File: src/rtl/fsp_pkg.sv
// constants shared by the flash self-programming controller
package fsp_pkg;
    // register word offsets
    localparam logic [3:0] ADDR_CTRL = 4'h0;
    localparam logic [3:0] ADDR_STAT = 4'h1;
    localparam logic [3:0] ADDR_MASK = 4'h2;
    localparam logic [3:0] ADDR_LOCK = 4'h3;
    // control register fields
    localparam int CMD_W = 5;
    localparam int CTRL_ENABLE_BIT = 0;
    localparam int CTRL_READ_EN_BIT = 4;
    localparam int CTRL_BUSY_BIT = 6;
    localparam logic [7:0] CTRL_RESET = 8'h00;
    // command codes in the low five control bits
    localparam logic [4:0] CMD_LOAD = 5'h01;
    localparam logic [4:0] CMD_ERASE = 5'h03;
    localparam logic [4:0] CMD_WRITE = 5'h05;
    localparam logic [4:0] CMD_LOCK = 5'h09;
    localparam logic [4:0] CMD_REENABLE = 5'h11;
    // status and mask bits
    localparam int ST_DONE_BIT = 0;
    localparam int ST_REFUSED_BIT = 1;
    localparam int ST_EXPIRED_BIT = 2;
    localparam int ST_W = 3;
    localparam logic [2:0] STAT_RESET = 3'h0;
    localparam logic [2:0] MASK_RESET = 3'h0;
    // lock field layout: low pair guards application, high pair boot
    localparam int LOCK_W = 4;
    localparam logic [3:0] LOCK_RESET = 4'h0;
    // pointer fields
    localparam int PAGE_MSB = 14;
    localparam int PAGE_LSB = 7;
    localparam int WORD_MSB = 6;
    localparam int WORD_LSB = 1;
    // clock and timing
    localparam int CLK_HZ = 10000000;
    localparam int WINDOW_CYC = 4;
    localparam int PROG_TIME_US = 2000;
    localparam int PROG_CYC = (PROG_TIME_US * (CLK_HZ / 1000000));
    localparam int LOCK_TIME_US = 1;
    localparam int LOCK_CYC = (LOCK_TIME_US * (CLK_HZ / 1000000));
    localparam int TMR_W = 16;
endpackage

File: src/rtl/fsp_ctrl.sv
// flash self-programming controller top
`timescale 1ns/1ps
module fsp_ctrl #(
    parameter int PROG_CYCLES = fsp_pkg::PROG_CYC,
    parameter int PAGE_WORDS = 64,
    parameter int BOOT_FIRST_PAGE = 224
) (
    // clock, reset, enable
    input wire logic clk_sys,
    input wire logic rst_b,
    input wire logic clk_en,
    // register port
    input wire logic [3:0] reg_addr,
    input wire logic [7:0] reg_wdata,
    input wire logic reg_wr,
    input wire logic reg_rd,
    output logic [7:0] reg_rdata,
    // core side
    input wire logic spm_exec,
    input wire logic [15:0] z_ptr,
    input wire logic [15:0] data_word,
    output logic cpu_stall,
    // lock programming from the external programmer
    input wire logic ext_lock_set,
    input wire logic [3:0] ext_lock_val,
    input wire logic chip_erase,
    // flash array side
    output logic flash_wr_stb,
    output logic [13:0] flash_wr_addr,
    output logic [15:0] flash_wr_data,
    output logic flash_erase_stb,
    output logic [7:0] flash_page,
    output logic flash_prog,
    // protection view and interrupt
    output logic [3:0] lock_bits,
    output logic irq
);
    // sequencer states
    typedef enum logic [1:0] {
        FSP_IDLE,
        FSP_STREAM,
        FSP_BURN
    } fsp_state_t;

    // sequencer state
    fsp_state_t state_q;
    // command bits held in the control register
    logic [4:0] cmd_q;
    // read-enable bit, kept only for software compatibility
    logic read_en_q;
    // sticky events, mask, locks
    logic [2:0] stat_q;
    logic [2:0] mask_q;
    logic [3:0] lock_q;
    // page being processed and word index while streaming
    logic [7:0] page_q;
    logic [5:0] idx_q;
    // read data register
    logic [7:0] rdata_q;
    // flash outputs
    logic wr_stb_q;
    logic [13:0] wr_addr_q;
    logic [15:0] wr_data_q;
    logic erase_stb_q;
    // temporary page buffer
    logic [15:0] buf_mem [PAGE_WORDS];

    // decoded strobes
    logic ctrl_wr;
    logic stat_rd;
    logic win_open;
    logic win_expire;
    logic fire;
    logic tmr_load;
    logic [15:0] tmr_count;
    logic tmr_busy;
    logic tmr_done;
    logic refuse;
    logic start_write;
    logic start_erase;
    logic start_lock;
    logic instant_done;
    logic [7:0] z_page;
    logic [2:0] events;

    // true when the page lies in the boot section
    function automatic logic in_boot(input logic [7:0] pg);
        in_boot = (pg >= 8'(BOOT_FIRST_PAGE));
    endfunction

    // true when the lock bits forbid touching the page
    function automatic logic guarded(input logic [7:0] pg,
                                     input logic [3:0] lk);
        if (in_boot(pg))
        begin
            guarded = |lk[3:2];
        end
        else
        begin
            guarded = |lk[1:0];
        end
    endfunction

    // register decode
    assign ctrl_wr = reg_wr && (reg_addr == fsp_pkg::ADDR_CTRL)
                     && (state_q == FSP_IDLE);
    assign stat_rd = reg_rd && (reg_addr == fsp_pkg::ADDR_STAT);

    assign z_page = z_ptr[fsp_pkg::PAGE_MSB:fsp_pkg::PAGE_LSB];

    assign fire = spm_exec && win_open && (state_q == FSP_IDLE)
                  && cmd_q[fsp_pkg::CTRL_ENABLE_BIT];

    assign refuse = fire && guarded(z_page, lock_q)
                    && ((cmd_q == fsp_pkg::CMD_WRITE)
                        || (cmd_q == fsp_pkg::CMD_ERASE));

    // operation starts
    assign start_write = fire && !refuse
                         && (cmd_q == fsp_pkg::CMD_WRITE);
    assign start_erase = fire && !refuse
                         && (cmd_q == fsp_pkg::CMD_ERASE);
    assign start_lock = fire && (cmd_q == fsp_pkg::CMD_LOCK);

    // buffer load and reenable finish at once
    assign instant_done = fire && !refuse && !start_write
                          && !start_erase && !start_lock;

    // programming pulse length for the timer
    assign tmr_load = start_erase || start_lock
                      || ((state_q == FSP_STREAM)
                          && (idx_q == 6'(PAGE_WORDS - 1)));
    assign tmr_count = start_lock ? 16'(fsp_pkg::LOCK_CYC)
                                  : 16'(PROG_CYCLES);

    // command window
    fsp_window #(
        .CYC(fsp_pkg::WINDOW_CYC)
    ) u_window (
        .clk_sys(clk_sys),
        .rst_b(rst_b),
        .clk_en(clk_en),
        .arm(ctrl_wr),
        .fire(fire),
        .open(win_open),
        .expire(win_expire)
    );

    // programming pulse timer
    fsp_timer #(
        .W(fsp_pkg::TMR_W)
    ) u_timer (
        .clk_sys(clk_sys),
        .rst_b(rst_b),
        .clk_en(clk_en),
        .load(tmr_load),
        .count(tmr_count),
        .busy(tmr_busy),
        .done(tmr_done)
    );

    // sequencer: idle, stream buffer out, wait for pulse
    always_ff @(posedge clk_sys)
    begin
        if (!rst_b)
        begin
            state_q <= FSP_IDLE;
        end
        else if (clk_en)
        begin
            unique case (state_q)
                FSP_IDLE:
                begin
                    if (start_write)
                    begin
                        state_q <= FSP_STREAM;
                    end
                    else if (start_erase || start_lock)
                    begin
                        state_q <= FSP_BURN;
                    end
                end
                FSP_STREAM:
                begin
                    // last word sent, timer loaded
                    if (idx_q == 6'(PAGE_WORDS - 1))
                    begin
                        state_q <= FSP_BURN;
                    end
                end
                FSP_BURN:
                begin
                    if (tmr_done)
                    begin
                        state_q <= FSP_IDLE;
                    end
                end
            endcase
        end
    end

    // page and word index tracking
    always_ff @(posedge clk_sys)
    begin
        if (!rst_b)
        begin
            page_q <= 8'h00;
            idx_q <= 6'h00;
        end
        else if (clk_en)
        begin
            if (start_write || start_erase)
            begin
                page_q <= z_page;
                idx_q <= 6'h00;
            end
            else if (state_q == FSP_STREAM)
            begin
                idx_q <= idx_q + 6'h01;
            end
        end
    end

    // temporary buffer fill
    always_ff @(posedge clk_sys)
    begin
        if (clk_en && fire && (cmd_q == fsp_pkg::CMD_LOAD))
        begin
            buf_mem[z_ptr[fsp_pkg::WORD_MSB:fsp_pkg::WORD_LSB]]
                <= data_word;
        end
    end

    // flash write and erase strobes
    always_ff @(posedge clk_sys)
    begin
        if (!rst_b)
        begin
            wr_stb_q <= 1'b0;
            wr_addr_q <= 14'h0000;
            wr_data_q <= 16'h0000;
            erase_stb_q <= 1'b0;
        end
        else if (clk_en)
        begin
            wr_stb_q <= (state_q == FSP_STREAM);
            erase_stb_q <= start_erase;
            if (state_q == FSP_STREAM)
            begin
                wr_addr_q <= {page_q, idx_q};
                wr_data_q <= buf_mem[idx_q];
            end
        end
    end

    // control register: command bits and read-enable
    always_ff @(posedge clk_sys)
    begin
        if (!rst_b)
        begin
            cmd_q <= fsp_pkg::CTRL_RESET[4:0];
            read_en_q <= 1'b0;
        end
        else if (clk_en)
        begin
            if (ctrl_wr)
            begin
                cmd_q <= reg_wdata[4:0];
            end
            else if (win_expire)
            begin
                cmd_q <= 5'h00;
            end
            else if (tmr_done || instant_done || refuse)
            begin
                cmd_q <= 5'h00;
            end
            if (fire && (cmd_q == fsp_pkg::CMD_REENABLE))
            begin
                read_en_q <= 1'b0;
            end
            else if (ctrl_wr)
            begin
                read_en_q <= reg_wdata[fsp_pkg::CTRL_READ_EN_BIT];
            end
        end
    end

    // lock bits: set by software or programmer, cleared by erase
    always_ff @(posedge clk_sys)
    begin
        if (!rst_b)
        begin
            lock_q <= fsp_pkg::LOCK_RESET;
        end
        else if (clk_en)
        begin
            if (chip_erase)
            begin
                lock_q <= fsp_pkg::LOCK_RESET;
            end
            else if (start_lock || ext_lock_set)
            begin
                lock_q <= lock_q
                          | (start_lock ? data_word[3:0] : 4'h0)
                          | (ext_lock_set ? ext_lock_val : 4'h0);
            end
        end
    end

    // events seen this cycle
    assign events = {win_expire, refuse, tmr_done || instant_done};

    // sticky status, cleared by reading, new events win
    always_ff @(posedge clk_sys)
    begin
        if (!rst_b)
        begin
            stat_q <= fsp_pkg::STAT_RESET;
        end
        else if (clk_en)
        begin
            stat_q <= (stat_rd ? 3'h0 : stat_q) | events;
        end
    end

    // interrupt mask
    always_ff @(posedge clk_sys)
    begin
        if (!rst_b)
        begin
            mask_q <= fsp_pkg::MASK_RESET;
        end
        else if (clk_en && reg_wr
                 && (reg_addr == fsp_pkg::ADDR_MASK))
        begin
            mask_q <= reg_wdata[2:0];
        end
    end

    // read data, valid the cycle after the strobe
    always_ff @(posedge clk_sys)
    begin
        if (!rst_b)
        begin
            rdata_q <= 8'h00;
        end
        else if (clk_en)
        begin
            if (reg_rd)
            begin
                unique case (reg_addr)
                    fsp_pkg::ADDR_CTRL:
                    begin
                        rdata_q <= {3'h0, read_en_q, cmd_q[3:0]};
                        rdata_q[fsp_pkg::CTRL_BUSY_BIT] <= 1'b0;
                        rdata_q[fsp_pkg::CTRL_ENABLE_BIT] <= cmd_q[0];
                    end
                    fsp_pkg::ADDR_STAT:
                    begin
                        rdata_q <= {5'h00, stat_q};
                    end
                    fsp_pkg::ADDR_MASK:
                    begin
                        rdata_q <= {5'h00, mask_q};
                    end
                    fsp_pkg::ADDR_LOCK:
                    begin
                        rdata_q <= {4'h0, lock_q};
                    end
                    default:
                    begin
                        // unmapped offsets read zero
                        rdata_q <= 8'h00;
                    end
                endcase
            end
            else
            begin
                rdata_q <= 8'h00;
            end
        end
    end

    assign cpu_stall = (state_q != FSP_IDLE) || tmr_busy;

    // outputs
    assign reg_rdata = rdata_q;
    assign flash_wr_stb = wr_stb_q;
    assign flash_wr_addr = wr_addr_q;
    assign flash_wr_data = wr_data_q;
    assign flash_erase_stb = erase_stb_q;
    assign flash_page = page_q;
    assign flash_prog = (state_q == FSP_BURN);
    assign lock_bits = lock_q;
    // level interrupt from unmasked sticky bits
    assign irq = |(stat_q & mask_q);
endmodule // fsp_ctrl

File: src/rtl/fsp_window.sv
// four-cycle window between command write and store instruction
`timescale 1ns/1ps
module fsp_window #(
    parameter int CYC = 4
) (
    // clock and reset
    input wire logic clk_sys,
    input wire logic rst_b,
    input wire logic clk_en,
    // arm and fire
    input wire logic arm,
    input wire logic fire,
    // window state
    output logic open,
    output logic expire
);
    // remaining cycles in which the instruction is accepted
    logic [2:0] cnt_q;

    assign open = (cnt_q != 3'h0);
    // last open cycle passed without the instruction
    assign expire = (cnt_q == 3'h1) && !fire && !arm;

    // count down, reload on every command write
    always_ff @(posedge clk_sys)
    begin
        if (!rst_b)
        begin
            cnt_q <= 3'h0;
        end
        else if (clk_en)
        begin
            if (arm)
            begin
                cnt_q <= 3'(CYC);
            end
            else if (fire || !open)
            begin
                cnt_q <= 3'h0;
            end
            else
            begin
                cnt_q <= cnt_q - 3'h1;
            end
        end
    end
endmodule // fsp_window

File: src/rtl/fsp_timer.sv
// one-shot countdown timing the flash programming pulse
`timescale 1ns/1ps
module fsp_timer #(
    parameter int W = 16
) (
    // clock and reset
    input wire logic clk_sys,
    input wire logic rst_b,
    input wire logic clk_en,
    // load with a cycle count
    input wire logic load,
    input wire logic [W-1:0] count,
    // state
    output logic busy,
    output logic done
);
    // cycles still to run
    logic [W-1:0] cnt_q;

    assign busy = (cnt_q != '0);
    // one-cycle pulse as the last cycle ends
    assign done = (cnt_q == W'(1)) && clk_en;

    // load or count down
    always_ff @(posedge clk_sys)
    begin
        if (!rst_b)
        begin
            cnt_q <= '0;
        end
        else if (clk_en)
        begin
            if (load)
            begin
                cnt_q <= count;
            end
            else if (busy)
            begin
                cnt_q <= cnt_q - W'(1);
            end
        end
    end
endmodule // fsp_timer

File: config.mk
export PLATFORM = sky130hd
export DESIGN_NAME = fsp_ctrl
export DESIGN_NICKNAME = d
export VERILOG_FILES = /design/src/rtl/fsp_pkg.sv /design/src/rtl/fsp_ctrl.sv /design/src/rtl/fsp_window.sv /design/src/rtl/fsp_timer.sv
export SDC_FILE = /design/constraint.sdc
export NUM_CORES = 1
export LEC_CHECK = 0
export BUFFER_PORTS_ARGS = -buffer_cell sky130_fd_sc_hd__buf_2
export CAP_MARGIN = 10
export CELL_PAD_IN_SITES_DETAIL_PLACEMENT = 1
export CELL_PAD_IN_SITES_GLOBAL_PLACEMENT = 1
export CORE_UTILIZATION = 58
export DETAILED_ROUTE_END_ITERATION = 8
export PLACE_DENSITY_LB_ADDON = 0.1
export SYNTH_ARGS = -nofsm -noshare
export SYNTH_HDL_FRONTEND = slang
export SYNTH_SLANG_ARGS = --single-unit
export TNS_END_PERCENT = 50
File: constraint.sdc
create_clock -name clk_sys -period 6.33 [get_ports clk_sys]
set_input_delay 0.633 -clock clk_sys [delete_from_list [all_inputs] [get_ports clk_sys]]
set_output_delay 0.633 -clock clk_sys [all_outputs]
set_load 0.03 [all_outputs]
After elaboration in Yosys (flattened, before gate mapping)
Memory sizes are Yosys's and may differ from the RTL's. A register that Yosys moved wholly into a read port is not among the register bits.
Index checks and enable logic that the tools add are counted.
{"block": "op_classes", "n_reduce_logical": 62, "n_lt_le_gt_ge": 1, "add_sub_neg": 3, "eq_ne": 16, "bitwise": 4, "mux": 27}
{"cell": "$mux W16", "n": 2}
{"cell": "$logic_and A1 B1 Y1", "n": 24}
{"cell": "$pmux W5 S4", "n": 1}
{"cell": "$eq A16 B1 Y1 const B", "n": 1}
{"cell": "$mux W4", "n": 4}
{"cell": "$reduce_bool A16 Y1", "n": 1}
{"cell": "$sub A16 B1 Y16 const B", "n": 1}
{"cell": "$mux W15", "n": 1}
{"cell": "$mux W5", "n": 3}
{"cell": "$reduce_and A2 Y1", "n": 7}
{"cell": "$mux W6", "n": 2}
{"cell": "$reduce_bool A2 Y1", "n": 5}
{"cell": "$logic_or A1 B1 Y1", "n": 9}
{"cell": "$mux W3", "n": 3}
{"cell": "$eq A4 B2 Y1 const B", "n": 2}
{"cell": "$ge A8 B8 Y1 const B", "n": 1}
{"cell": "$logic_not A1 Y1", "n": 8}
{"cell": "$mux W2", "n": 4}
{"cell": "$mux W8", "n": 1}
{"cell": "$or A4 B4 Y4", "n": 2}
{"cell": "$add A6 B1 Y6 const B", "n": 1}
{"cell": "$eq A6 B6 Y1 const B", "n": 1}
{"cell": "$pmux W2 S3", "n": 1}
{"cell": "$reduce_bool A3 Y1", "n": 2}
{"cell": "20 further kinds", "n": 26}
{"block": "totals", "reg_bits": 75, "mem_bits_rw": 1024, "n_memories": 1, "out_inout_bits": 55, "elab_cells": 128}
{"name": "buf_mem", "words": 64, "word_bits": 16, "read_ports": 1, "rd_ports_with_merged_regs": 1, "write_ports": 1, "line_no": "fsp_ctrl.sv:66", "source": "logic [15:0] buf_mem [PAGE_WORDS];"}

Longest topological paths before layout
{"block": "logic_depth", "word_depth": 18, "ltp_mapped": 11, "ltp_nobuf": 8}

Cells and area by module
From an unflattened synthesis, not the netlist that was laid out.
{"block": "unflattened", "hier_cells": 2332, "area_unflattened_um2": 43954.7}
{"mod": "fsp_ctrl", "area_per_inst_um2": 42498.3, "seq_area_each_um2": 32130.8, "cells_each": 2151, "instances": 1}
{"mod": "fsp_timer", "area_per_inst_um2": 1267.5, "seq_area_each_um2": 320.3, "cells_each": 159, "instances": 1}
{"mod": "fsp_window", "area_per_inst_um2": 188.9, "seq_area_each_um2": 60.1, "cells_each": 22, "instances": 1}

Worst setup path before layout
OpenSTA, ideal clock, no wires.
{"block": "synth_path", "path_type": "input -> register", "startpoint": "input clk_en", "endpoint": "memory buf_mem[30][0], enable pin", "setup_slack_ns": 3.356, "t_required_ns": 5.942, "path_buffers": 1, "arrival_time_ns": 2.586, "path_stages": 6, "setup_time_ns": 0.388, "cell_sequence": "clkbuf_1 clkinv_1 nor4_1 and3b_1 nand3_1 nor2_1"}
{"block": "synth_via", "elab_chain_len": 4}
{"item": "start: declaration", "line_no": "fsp_ctrl.sv:11", "source": "input wire logic clk_en,"}
{"item": "$logic_and A1 B1 Y1 (2 in series)", "line_no": "fsp_ctrl.sv:227", "source": "if (clk_en && fire && (cmd_q == fsp_pkg::CMD_LOAD))"}
{"item": "$mux W1", "line_no": "fsp_ctrl.sv:227"}
{"item": "$mux W1 (not written as such)", "line_no": "fsp_ctrl.sv:229", "source": "buf_mem[z_ptr[fsp_pkg::WORD_MSB:fsp_pkg::WORD_LSB]]"}
{"item": "end: declaration", "line_no": "fsp_ctrl.sv:66"}
No other way between the ends.

==> results.md <==
* Result of the run: complete, no violations
* Die Wd at 276 µm
* Global-route wire length before repair at 167 mm
* Detailed Routing Iterations Pass 1 at 5
* Warnings from Yosys at 0
* Setup CP Type: reg -> reg
* Routability congestion estimate from global placement at 0.839
* Most common cell after layout, fill and taps aside: edfxtp_1
* Worst-case vdd ir drop at 0.281 mV
* Simple logic cell fraction of the synthesized area at 0.0498
* Worst path max stage delay at 1.07 ns
* Layout Skew at 0.0273 ns
* CP Capture Type: flip-flop
* Crit path DAT at 4.13 ns
* Total of flip-flops plus latches after synthesis at 1112
* Clk slew on worst S/H paths at 0.06 ns
* Switching power at 3.22 mW
* Routed via count at 23500
* Compound-cell area share of the yosys netlist at 0.0449
* Setup-failing EPs final at 0
* Remaining max-slew budget at the tightest pin at 0.256
* Total Negative Setup Slacks at 0 ns
* Combinational family with the most area after synthesis: multiplexers
* Number of setup buffers added after CTS at 0
* Total overflow reported by the global router at 0
* Die height at 276 µm
* Number of nets with antenna violations after detailed routing at 0
* Count of final max-slew check failures at 0
* Hold Vio Cnt, Final at 0
* Worst min-delay path category: in -> reg
* Portion of total power attributed to the clock network at 0.433
* Number of antenna violations at the first check in global routing at 8
* Number of filler instances in the final layout at 6129
* Share of synthesized flip-flops with an asynchronous set or reset at 0
* Clock sink count at 1112
* Number of top-level pins at 111
* Primary flip-flop cell chosen by synthesis mapping: edfxtp_1
* Number of buffers added by the clock tree synthesis step at 110
* Share of synthesized area spent on multiplexers at 0.138
* Number of gates resized after CTS at 0
* Longest Clk Path Bufs at 3
* Combinational group share of total power at 0.039
* Maximum number of pins on one net before global-route repair at 77
* DP Wirelength at 67.4 mm
* Share of synthesized area occupied by flip-flops and latches at 0.745
* Count of cells along the worst register-to-register path at 5
* Min Clock Period, post-route at 3.58 ns
* Die area at 76300 µm²
* Overall routing resource usage at 0.304
* Total placed instance area at 45500 µm²
* Ordered cell list for the critical path: buf_4 -> mux4_2 -> o21ai_0 -> a31oi_1 -> or3_1
* Number of flops mapped to enable cells by yosys at 1024
* Root buffer selected by CTS: clkbuf_16
* Pwr dens at 312 nW/µm²
* Core Footprint at 74400 µm²
* Post-synthesis xor/xnor area fraction at 0.00221
* Final setup margin at 2.75 ns
* Mean Syn Cell Area at 18.6 µm²
* Gate count of the mapped netlist at 2340
* Synth Area in Adders at 0.00258
* Total length of routed wires at 115 mm
* Proportion of layout cells with a drive suffix above 1 at 0.239
* Clock tree from TritonCTS: yes
* Remaining routing DRC violations at 0
* Slowest stage cell on the critical path: dfxtp_4
* Vias in the first global route at 24400
* Logic depth of the worst setup path including buffers at 5
* Number of library cell types mapped by synthesis at 66
* LEAKAGE at 15.6 nW
* Commonest non-fill, non-tap cells in the layout: edfxtp_1 (1024), mux4_2 (212), nor2_1 (123)
* Insertion delay of the later-clocked pin in the worst-skew pair at 0.68 ns
* Relative area change from synthesis to final layout at 12.8%
* H-Tree Level Count at 3
* Number of rows created at floorplan at 100
* Total placed cells including tap cells at 3377
* Unrepaired setup endpoints after global routing: false
* Share of power burned in registers at 0.528
* Cell count of the worst hold path at 3
* Cell Area, Synth at 43600 µm²
* Non-filler cells, final at 3584
* Initial detailed-routing violation count at 2652
* Hold buffers post-CTS at 0
* Highest clock rate at 0.280 GHz
* Effective utilization at floorplan at 0.586
* Sw Share at 0.210
* Worst Setup Slack post-DPL at 2.77 ns
* Buffers added on ports at 102
* Transition time at the pin with the least slew margin at 1.12 ns
* Share of the cycle needed by the critical path after routing at 0.565
* Max-cap violations at 0
* Required arrival time at the worst endpoint at 6.89 ns
* Final routed wire length divided by cell count at 32.1 µm
* Drt via density at 6.55
* Cell internal power dissipation at 12.1 mW
* Finished layout cell area at 49200 µm²
* CP Max Fanout at 56
* Post-layout power at 15.3 mW
* Crit path buffers/inverters at 1
* Kind of launch point of the worst setup path: flip-flop
* Count of nets after finishing at 2586
* Family of cells with the greatest summed delay on the critical path: flip-flops
worst paths after layout:
kind	slack, ns	start	end
max	2.75	idx_q[0]	flash_wr_data[14]
min	0.22	reg_wdata[3]	cmd_q[3]
max reg2reg	2.75	idx_q[0]	flash_wr_data[14]
min reg2reg	0.47	flash_wr_addr[13]	flash_wr_addr[13]
worst reg2reg max path: cells and delay by family (launching register included):
| kind | cells | cell delay, ns |
|---|---|---|
| AOI/OAI and AO/OA | 2 | 0.60 |
| and+or+nand+nor | 1 | 0.38 |
| muxes | 1 | 0.64 |
| DFF | 1 | 1.07 |
| buffers and inverters | 1 | 0.78 |
cell families (layout without fill, tap and decap cells):
group	Yosys count	in the layout
AND/OR/NAND/NOR	438	438
adder cells (fa/ha/maj)	9	9
XOR/XNOR	11	11
buffers and inverters	152	423
AO/OA/AOI/OAI	283	283
flip-flops	1112	1112
multiplexers	334	334
other	1	5
final cells by class:
| cell class | instances | area [µm²] | share of cell area |
|---|---|---|---|
| flip-flops and latches | 1112 | 32500 | 0.661 |
| multi-input cells | 1078 | 10400 | 0.211 |
| well taps | 969 | 1210 | 0.0246 |
| diodes | 2 | 5.00 | 0.000102 |
| repair buffers | 207 | 1360 | 0.0277 |
| clock inverters | 66 | 753 | 0.0153 |
| inverters | 12 | 45.0 | 0.000916 |
| clock buffers | 138 | 2900 | 0.0590 |
synth_stat cells (28+ instances only):
library cell	instances	area share
o21ai_0	45	0.0052
dfxtp_1	88	0.040
mux4_2	212	0.11
a31oi_1	33	0.0047
nor2b_1	68	0.0098
nor2_1	123	0.011
mux2i_1	91	0.021
clkbuf_1	67	0.0058
a211oi_1	48	0.0083
nor3_1	28	0.0032
mux2_2	31	0.0080
buf_2	29	0.0033
edfxtp_1	1024	0.70
nand2_1	109	0.0094
routing by layer:
layer / track usage / vias up / part of all wire
met1: 0.423 / 12400 / 0.40
li1: - / 9830 / -
met5: 0 / - / 0.00034
met3: 0.0557 / 215 / 0.079
met4: 0.105 / 6 / 0.036
met2: 0.489 / 1026 / 0.49
stage by stage:
stage	hold slack [ns]	util
floorplan	0.453	-
global placement	0.453	0.611
detailed placement	0.465	0.611
CTS	0.198	0.660
global route	0.226	0.661
finish	0.223	0.661
flip-flops by register name, summed over array words and instances, names as in the netlist:
| register | flops |
|---|---|
| buf_mem | 1024 |
| flash_wr_data | 16 |
| u_timer.cnt_q | 16 |
| flash_wr_addr | 14 |
| flash_page | 8 |
| idx_q | 6 |
| cmd_q | 5 |
| reg_rdata | 5 |
| lock_bits | 4 |
| mask_q | 3 |
| stat_q | 3 |
| u_window.cnt_q | 3 |
| state_q | 2 |
| flash_erase_stb | 1 |
| flash_wr_stb | 1 |
| read_en_q | 1 |
power by group through the flow:
| stage | combinational [mW] | clock (mW) | sequential [mW] |
|---|---|---|---|
| 6_report | 0.592 | 6.65 | 8.10 |
| 5_1_grt | 0.647 | 6.94 | 8.10 |
| 4_1_cts | 0.589 | 6.72 | 8.10 |
| 3_5_place_dp | 0.582 | 0 | 8.26 |
| 3_3_place_gp | 0.543 | 0 | 8.25 |
| 2_1_floorplan | 0.331 | 0 | 8.25 |
No activity file was read; power rests on OpenSTA's default activity.
